**src/hdl/btp_consts.svh**
```systemverilog
// constants of the buzzer tone generator: offsets, fields, resets, timing
// assumes a 100 MHz system clock; included by the package and the top module
`ifndef BTP_CONSTS_SVH
`define BTP_CONSTS_SVH

// system clock period in ns
`define BTP_SYS_CLK_NS 10
// module tick period in ns (50 MHz)
`define BTP_TICK_NS 20
// system clocks per module tick
`define BTP_TICK_DIV (`BTP_TICK_NS / `BTP_SYS_CLK_NS)
// tone period in us and active share in percent
`define BTP_PERIOD_US 500
`define BTP_DUTY_PCT 50
// period and active phase in module ticks
`define BTP_PERIOD_TICKS ((`BTP_PERIOD_US * 1000) / `BTP_TICK_NS)
`define BTP_ACTIVE_TICKS ((`BTP_PERIOD_TICKS * `BTP_DUTY_PCT) / 100)

// register byte offsets
`define BTP_CTRL_OFS 4'h0
`define BTP_STATUS_OFS 4'h4
`define BTP_COUNT_OFS 4'h8

// control fields
`define BTP_CTRL_SW_EN_BIT 0
`define BTP_CTRL_PIN_EN_BIT 1
// status fields
`define BTP_STAT_RUN_BIT 0
`define BTP_STAT_OUT_BIT 1
`define BTP_STAT_ALARM_BIT 2

// reset values
`define BTP_CTRL_RESET 2'h0
`define BTP_RDATA_UNMAPPED 32'h0000_0000

`endif

```
**src/hdl/btp_pkg.sv**
```systemverilog
// types of the buzzer tone generator
// assumes btp_consts.svh sits beside it
`include "btp_consts.svh"

package btp_pkg;

    // control register contents
    typedef struct packed {
        logic pin_en; // sound while the abnormality pin is raised
        logic sw_en; // sound on software request
    } btp_ctrl_t;

    // phase of the tone sequencer
    typedef enum logic [1:0] {
        BTP_IDLE = 2'b00,
        BTP_HIGH = 2'b01,
        BTP_LOW = 2'b10
    } btp_state_t;

    // avalon request as one bundle
    typedef struct packed {
        logic read;
        logic write;
        logic [3:0] address;
        logic [3:0] byteenable;
        logic [31:0] writedata;
    } btp_req_t;

endpackage

```
**src/hdl/btp_buzzer_pwm.sv**
```systemverilog
// buzzer tone generator: one 2 kHz, 50 % PWM channel, restarted in its high phase each time sounding begins
// assumes a 100 MHz SYS_CLK, an Avalon-MM master and an abnormality pin
//
// The Avalon-MM register port and the placing of the registers were left to the implementer.
`timescale 1ns/100ps
`default_nettype none
`include "btp_consts.svh"

module btp_buzzer_pwm
    import btp_pkg::*;
#(
    parameter int PERIOD_TICKS = `BTP_PERIOD_TICKS,
    parameter int ACTIVE_TICKS = `BTP_ACTIVE_TICKS,
    parameter int CNT_W = 15
)
(
    input wire logic SYS_CLK, // 100 MHz system clock
    input wire logic RESET_N, // asynchronous reset, low active
    input wire logic [3:0] AVS_ADDRESS, // byte address
    input wire logic AVS_READ, // read request
    input wire logic AVS_WRITE, // write request
    input wire logic [3:0] AVS_BYTEENABLE, // byte lanes of a write
    input wire logic [31:0] AVS_WRITEDATA, // write data
    output logic [31:0] AVS_READDATA, // read data
    output logic AVS_WAITREQUEST, // stall until answered
    input wire logic ALARM_IN, // abnormality reported, high active
    output logic BUZZER_PWM_OUTPUT // drive to the buzzer switch
);

    localparam logic [CNT_W-1:0] LAST_TICK = CNT_W'(PERIOD_TICKS - 1);
    localparam logic [CNT_W-1:0] LAST_HIGH = CNT_W'(ACTIVE_TICKS - 1);
    localparam int DIV_W = 2;
    localparam logic [DIV_W-1:0] LAST_DIV = DIV_W'(`BTP_TICK_DIV - 1);

    btp_req_t req;
    btp_ctrl_t ctrl_q;
    btp_state_t state_q;
    btp_state_t state_d;
    logic ack_q;
    logic take;
    logic [31:0] rdata_d;
    logic [31:0] rdata_q;
    logic [DIV_W-1:0] div_q;
    logic tick;
    logic [CNT_W-1:0] cnt_q;
    logic at_last;
    logic sync1_q;
    logic sync2_q;
    logic sync3_q;
    logic alarm_q;
    logic sound;
    logic pwm_q;

    // word decode shared by read and write paths
    function automatic logic hit(input logic [3:0] addr, input logic [3:0] ofs);
        hit = (addr[3:2] == ofs[3:2]);
    endfunction

    // bundle the bus request
    assign req.read = AVS_READ;
    assign req.write = AVS_WRITE;
    assign req.address = AVS_ADDRESS;
    assign req.byteenable = AVS_BYTEENABLE;
    assign req.writedata = AVS_WRITEDATA;

    // one wait state on every access, then the answer
    assign AVS_WAITREQUEST = (req.read | req.write) & ~ack_q;
    assign take = (req.read | req.write) & ack_q;

    always_ff @(posedge SYS_CLK or negedge RESET_N)
    begin
        if (!RESET_N)
            ack_q <= 1'b0;
        else
            ack_q <= (req.read | req.write) & ~ack_q;
    end

    // control register, written when the access completes
    always_ff @(posedge SYS_CLK or negedge RESET_N)
    begin
        if (!RESET_N)
            ctrl_q <= `BTP_CTRL_RESET;
        else if (take && req.write && req.byteenable[0] && hit(req.address, `BTP_CTRL_OFS))
        begin
            ctrl_q.sw_en <= req.writedata[`BTP_CTRL_SW_EN_BIT];
            ctrl_q.pin_en <= req.writedata[`BTP_CTRL_PIN_EN_BIT];
        end
    end

    // read mux; unmapped words read zero
    always_comb
    begin
        rdata_d = `BTP_RDATA_UNMAPPED;
        if (hit(req.address, `BTP_CTRL_OFS))
        begin
            rdata_d[`BTP_CTRL_SW_EN_BIT] = ctrl_q.sw_en;
            rdata_d[`BTP_CTRL_PIN_EN_BIT] = ctrl_q.pin_en;
        end
        else if (hit(req.address, `BTP_STATUS_OFS))
        begin
            rdata_d[`BTP_STAT_RUN_BIT] = (state_q != BTP_IDLE);
            rdata_d[`BTP_STAT_OUT_BIT] = pwm_q;
            rdata_d[`BTP_STAT_ALARM_BIT] = alarm_q;
        end
        else if (hit(req.address, `BTP_COUNT_OFS))
            rdata_d[CNT_W-1:0] = cnt_q;
    end

    // read data captured in the wait cycle, held through the answer
    always_ff @(posedge SYS_CLK or negedge RESET_N)
    begin
        if (!RESET_N)
            rdata_q <= `BTP_RDATA_UNMAPPED;
        else if (req.read && !ack_q)
            rdata_q <= rdata_d;
    end

    assign AVS_READDATA = rdata_q;

    // abnormality pin: three stages, accepted when stages two and three agree
    always_ff @(posedge SYS_CLK or negedge RESET_N)
    begin
        if (!RESET_N)
        begin
            sync1_q <= 1'b0;
            sync2_q <= 1'b0;
            sync3_q <= 1'b0;
        end
        else
        begin
            sync1_q <= ALARM_IN;
            sync2_q <= sync1_q;
            sync3_q <= sync2_q;
        end
    end

    always_ff @(posedge SYS_CLK or negedge RESET_N)
    begin
        if (!RESET_N)
            alarm_q <= 1'b0;
        else if (sync2_q == sync3_q)
            alarm_q <= sync3_q;
    end

    assign sound = ctrl_q.sw_en | (ctrl_q.pin_en & alarm_q);

    always_ff @(posedge SYS_CLK or negedge RESET_N)
    begin
        if (!RESET_N)
            div_q <= '0;
        else if (state_q == BTP_IDLE || div_q == LAST_DIV)
            div_q <= '0;
        else
            div_q <= div_q + DIV_W'(1);
    end

    assign tick = (state_q != BTP_IDLE) && (div_q == LAST_DIV);
    assign at_last = (cnt_q == LAST_TICK);

    always_ff @(posedge SYS_CLK or negedge RESET_N)
    begin
        if (!RESET_N)
            cnt_q <= '0;
        else if (state_q == BTP_IDLE)
            cnt_q <= '0;
        else if (tick)
            cnt_q <= at_last ? '0 : cnt_q + CNT_W'(1);
    end

    // sequencer: high phase, low phase, repeat while sounding
    always_comb
    begin
        state_d = state_q;
        case (state_q)
            BTP_IDLE:
                if (sound)
                    state_d = BTP_HIGH;
            BTP_HIGH:
                if (!sound)
                    state_d = BTP_IDLE;
                else if (tick && cnt_q == LAST_HIGH)
                    state_d = BTP_LOW;
            BTP_LOW:
                if (!sound)
                    state_d = BTP_IDLE;
                else if (tick && at_last)
                    state_d = BTP_HIGH;
            default:
                state_d = BTP_IDLE;
        endcase
    end

    always_ff @(posedge SYS_CLK or negedge RESET_N)
    begin
        if (!RESET_N)
            state_q <= BTP_IDLE;
        else
            state_q <= state_d;
    end

    // high for the first half of each period
    // low at reset and while idle
    always_ff @(posedge SYS_CLK or negedge RESET_N)
    begin
        if (!RESET_N)
            pwm_q <= 1'b0;
        else
            pwm_q <= (state_d == BTP_HIGH);
    end

    assign BUZZER_PWM_OUTPUT = pwm_q;

endmodule

`default_nettype wire

```
**config.mk**
```make
export PLATFORM = sky130hd
export DESIGN_NAME = btp_buzzer_pwm
export DESIGN_NICKNAME = d
export VERILOG_FILES = /design/src/hdl/btp_pkg.sv /design/src/hdl/btp_buzzer_pwm.sv
export VERILOG_INCLUDE_DIRS = /design/src /design/src/hdl
export SDC_FILE = /design/constraint.sdc
export NUM_CORES = 1
export LEC_CHECK = 0
export BUFFER_PORTS_ARGS = -buffer_cell sky130_fd_sc_hd__clkbuf_2
export CAP_MARGIN = 10
export CORE_MARGIN = 8
export CORE_UTILIZATION = 53
export CTS_BUF_LIST = sky130_fd_sc_hd__clkbuf_16
export CTS_CLUSTER_DIAMETER = 40
export DETAILED_ROUTE_END_ITERATION = 8
export GPL_TIMING_DRIVEN = 0
export PLACE_DENSITY = 0.85
export SYNTH_ARGS = -nofsm -noshare
export SYNTH_HDL_FRONTEND = slang
export SYNTH_SLANG_ARGS = --single-unit
```
**constraint.sdc**
```tcl
create_clock -name SYS_CLK -period 6 [get_ports SYS_CLK]
set_input_delay 1.8 -clock SYS_CLK [delete_from_list [all_inputs] [get_ports SYS_CLK]]
set_output_delay 1.8 -clock SYS_CLK [all_outputs]
set_load 0.005 [all_outputs]
```
After elaboration in Yosys (flattened, before gate mapping)
Index checks and enable logic that the tools add are counted.
{ "totals": {"mem_bits_rw": 0, "elab_cells": 57, "latchBits": 0, "romBits": 0, "mem_count": 0, "register_bits": 42, "output_inout_bits": 34} }
{ "op_classes": {"addsub": 2, "multipliers": 0, "bitwise_logic": 6, "mux": 15, "shift": 0, "div": 0, "reduce_logical": 13, "eq_ne": 9, "magnitude_cmp": 0} }
{ "op_table": {"columns": ["operator", "count"], "rows": [
  ["$mux 15", 4],
  ["$add 15x1->15 const B", 1],
  ["$eq 15x14->1 const B", 1],
  ["$eq 15x15->1 const B", 1],
  ["$mux 2", 7],
  ["$mux 13", 1],
  ["$mux 12", 1],
  ["$eq 2x1->1 const B", 4],
  ["$logic_and 1x1->1", 7],
  ["$pmux 2 s3", 1],
  ["$eq 2x2->1 const B", 2],
  ["$logic_not 2->1", 2],
  ["$reduce_bool 2->1", 2],
  ["$and 1x1->1", 3],
  ["$mux 3", 1],
  ["$add 2x1->2 const B", 1],
  ["$or 1x1->1", 2],
  ["$eq 1x1->1", 1],
  ["$logic_not 1->1", 1],
  ["$logic_or 1x1->1", 1],
  ["$not 1->1", 1]
]} }

Logic depth before layout (Yosys ltp)
{ "logic_depth": {"word_depth": 7, "mapped_depth": 6, "ltp_nobuf": 6} }

Worst setup path before layout
OpenSTA, ideal clock, no wires.
{ "synth_timing": {"kind": "input-to-output", "from": "input AVS_WRITE", "to": "output AVS_WAITREQUEST", "required_time_ps": 4200, "cell_stages": 2, "path_slack_ps": 2253, "arrival_time_ps": 1947, "cell_sequence": "nor2_1 -> nor2_1"} }
{ "synth_via": {"elab_chain_len": 2} }
{ "synth_lines": {"columns": ["element", "line_no", "source"], "rows": [
  ["from (decl)", "btp_buzzer_pwm.sv:21", "input wire logic AVS_WRITE,"],
  ["$or 1x1->1", "btp_buzzer_pwm.sv:67", "assign AVS_WAITREQUEST = (req.read | req.write) & ~ack_q;"],
  ["$and 1x1->1", "btp_buzzer_pwm.sv:67", null],
  ["to (decl)", "btp_buzzer_pwm.sv:25", "output logic AVS_WAITREQUEST,"]
]} }
Every way passes these cells.

Worst setup path in the final report
{ "layout_timing": {"from": "input AVS_READ", "to": "output AVS_WAITREQUEST"} }
{ "layout_via": {"elab_chain_len": 2} }
{ "layout_lines": {"columns": ["element", "line_no", "source"], "rows": [
  ["from (decl)", "btp_buzzer_pwm.sv:20", "input wire logic AVS_READ,"],
  ["$or 1x1->1", "btp_buzzer_pwm.sv:67", null],
  ["$and 1x1->1", "btp_buzzer_pwm.sv:67", null]
]} }
Every way passes these cells.

==> PnR_summary.wiki <==
{| class="wikitable"
! Metric !! Value
|-
| Number of nets at the end of the flow || 298
|-
| Xor-xnor portion of the synthesized cell area || 0.02049
|-
| Number of antenna violations at the first check in global routing || 0
|-
| Max-slew violation total from the final report || 0
|-
| Via density per instance || 5.573
|-
| Number of sinks driven by the clock tree || 42
|-
| Leading cell types by total area after synthesis || dfrtp_1 (49%), a22o_1 (7.4%), buf_4 (6.0%)
|-
| Count of placed standard cells including taps || 294
|-
| Final total negative setup slack || 0 ns
|-
| Worst flop-to-flop path startpoint || cnt_q[3]
|-
| Post-synthesis mux area share || 0.03044
|-
| Diodes inserted || 0
|-
| Register bit count reported by yosys || 42
|-
| Async set-reset flop share out of synthesis || 1.000
|-
| Outcome || complete, no violations
|-
| Slew at the pin with the worst max-slew slack || 1.000 ns
|-
| Primary flip-flop cell chosen by synthesis mapping || dfrtp_1
|-
| Routed WL per cell || 15.64 um
|-
| Clk pin slew, worst setup/hold paths || 0.06 ns
|-
| Placeable core region || 0.003943 mm^2
|-
| Overall track demand over capacity in global routing || 0.1563
|-
| Setup Crit Path Kind || input port to output pin
|-
| Worst reg2reg setup slack || 3.90 ns
|-
| Number of vias after detailed routing || 1683
|-
| Max Clock Skew || 0.003372 ns
|-
| Max-slew headroom || 0.3333
|-
| First element of the critical path || AVS_READ
|-
| Post-Synth Simple-Gate Area || 0.1862
|-
| Total power density per cell area || 294.9 mW/mm^2
|-
| Clock period minus final worst setup slack || 3.976 ns
|-
| Largest net degree at the start of global routing || 43
|-
| First-pass GRT wire length || 8.004 mm
|-
| Critical Path Sink || AVS_WAITREQUEST
|-
| Fin crit share || 0.6626
|-
| Data arrival time of the critical path || 2.18 ns
|-
| Reg-to-reg critical path endpoint || cnt_q[14]
|-
| Clk Latency, worst-skew pair || 0.28 ns
|-
| CTS tree || built
|-
| Post-detailed-placement half-perimeter wirelength || 3.433 mm
|-
| Mapped Area || 0.002137 mm^2
|-
| Worst reg2reg path depth || 6
|-
| EDFF count, synth || 0
|-
| Smallest hold slack || 0.3482 ns
|-
| Fill cell total of the finished layout || 306
|-
| Residual overflow from global routing || 0
|-
| Post-synthesis compound-gate area fraction || 0.1557
|-
| Post_cts resized || 0
|-
| Std-Cell Rows || 23
|-
| Type of the tightest min-delay check || register to register
|-
| Proportion of netlist area held by the largest area contributor || 0.4918
|-
| Minimum setup slack in the final design || 2.024 ns
|-
| Number of DRC violations after detailed routing || 0
|-
| Ports || 79
|-
| Cell chosen for the clock root || clkbuf_16
|-
| Vias in the first global route || 1765
|-
| Effective utilization at floorplan || 0.5421
|-
| Average cell area after synthesis || 10.58 um^2
|-
| Count of nets left with antenna violations after detail routing || 0
|-
| Static power due to leakage || 1.206 nW
|-
| Hold violation count in the final report || 0
|-
| Gp weighted congestion || 0.8742
|-
| Cell taking the most area after synthesis || dfrtp_1
|-
| Cell count after synthesis || 202
|-
| Type of element capturing the critical path || output pin
|-
| Die ar. || 0.006320 mm^2
|-
| Proportion of synthesized chip area in sequential cells || 0.4918
|-
| Syn-to-layout area delta || 19.44%
|-
| Final setup fails || 0
|-
| Chip height || 79.50 um
|-
| Maximum vdd ir drop || 168.8 uV
|-
| CTS hold repair buffers || 0
|-
| Initial DRC count || 139
|-
| Distinct cell type count of the synthesized netlist || 48
|-
| Clock H-tree levels || 2
|-
| Drt pass-1 iters || 4
|-
| Number of synthesis warnings || 0
|-
| Post-synthesis share of cell area spent on full adders, half adders and majority gates || 0.01639
|-
| Horizontal die dimension || 79.50 um
|-
| Maximum frequency from static timing analysis || 251.5 MHz
|-
| Final cell count without fillers || 302
|-
| CP Launch Type || input port
|-
| Combinational family with the most area after synthesis || simple AND/OR/NAND/NOR gates
|-
| Number of max-cap violations || 0
|-
| Maximum fanout along the worst path || 2
|-
| RSZ-0062 raised after global routing || no
|-
| Depth of the worst hold-timing path || 0
|-
| Overall Power || 0.7527 mW
|-
| TritonCTS buffer count || 5
|-
| Proportion of layout cells with a drive suffix above 1 || 0.2460
|-
| Number of buffers on the longest clock path || 2
|-
| Required time worst endpoint || 4.20 ns
|-
| # Post-CTS Setup Buffers || 0
|-
| Total length of routed wires || 4.724 mm
|-
| Port Buf Inserts || 26
|-
| Pre-CTS setup slack || 2.021 ns
|}
[worst min path at each step]
stage               startpoint      end  slack, ns
floorplan              sync1_q  sync2_q       0.33
global placement       sync1_q  sync2_q       0.33
CTS                    sync1_q  sync2_q       0.35
global route           sync1_q  sync2_q       0.36
detailed placement     sync1_q  sync2_q       0.34
finish                 sync1_q  sync2_q       0.35
[where the power goes]
part | leakage, nW | total [mW] | switching [mW] | internal [mW]
Combinational | 0.555 | 0.126 | 0.0766 | 0.0493
Sequential | 0.564 | 0.330 | 0.0208 | 0.309
Clock | 0.0864 | 0.297 | 0.104 | 0.193
Total | 1.21 | 0.753 | 0.201 | 0.551
[cell usage in the layout (no fill, tap or decap), drive strengths merged, types with 2 or more instances in the layout]
| master | count |
|---|---|
| dfrtp | 42 |
| clkbuf | 39 |
| buf | 20 |
| a22o | 18 |
| conb | 17 |
| nor2 | 15 |
| nand3 | 9 |
| nand2 | 9 |
| nor4 | 9 |
| inv | 8 |
| nor3 | 7 |
| a21oi | 6 |
| o21ai | 5 |
| mux2 | 4 |
| nand4 | 3 |
| o31ai | 3 |
| a211o | 3 |
| nor3b | 3 |
| xor2 | 3 |
| nor4b | 2 |
| nand4b | 2 |
| mux2i | 2 |
| xnor2 | 2 |
| ha | 2 |
| or4 | 2 |
[layer usage]
layer  wire length, um  track usage
met5                 0            0
met4                92      0.08333
met3               347      0.03378
met2              2403       0.2649
met1              1880       0.1796
[final cells by class]
| type | instances | area [um^2] | share of cell area |
|---|---|---|---|
| Clock inverter | 3 | 37.54 | 0.01471 |
| Multi-Input combinational cell | 142 | 938.4 | 0.3676 |
| Timing Repair Buffer | 26 | 130.1 | 0.05098 |
| Sequential cell | 42 | 1051 | 0.4118 |
| Inverter | 6 | 22.52 | 0.008824 |
| Clock buffer | 5 | 125.1 | 0.04902 |
| Buffer | 28 | 185.2 | 0.07255 |
| Tap cell | 50 | 62.56 | 0.02451 |
[worst max-delay path: stages]
cell	delay, ns
clkbuf_2	0.10
nor2_1	0.04
nor2_1	0.11
clkbuf_2	0.13
[metrics by stage]
| step | util | instance area (um^2) |
|---|---|---|
| finish | 0.6474 | 2552 |
| detailed placement | 0.6062 | 2390 |
| global placement | 0.6062 | 2390 |
| global route | 0.6474 | 2552 |
| CTS | 0.6474 | 2552 |
| floorplan | - | 2197 |
[registers in the layout, summed over array words and instances, names as in the netlist]
name	cells
alarm_q	1
state_q	2
ack_q	1
BUZZER_PWM_OUTPUT	1
ctrl_q	2
cnt_q	15
AVS_READDATA	15
sync3_q	1
sync2_q	1
div_q	2
sync1_q	1
[synthesized netlist by cell type, drive strengths merged (3+ instances only)]
cell    count
a21oi       6
nor2       15
a211o       3
a22o       18
nor3        7
mux2        4
xor2        3
o31ai       3
nand2       9
nand4       3
o21ai       5
inv         6
nand3       9
dfrtp      42
nor4        9
nor3b       3
buf        20
clkbuf      8
[logic make-up after synthesis]
logic type | Yosys count
flip-flops | 42
buffers and inverters | 34
other | 1
multiplexers | 6
adder cells (fa/ha/maj) | 3
AND/OR/NAND/NOR | 68
XOR/XNOR | 5
AO/OA/AOI/OAI | 43
Power figures use the tool's default switching activity.
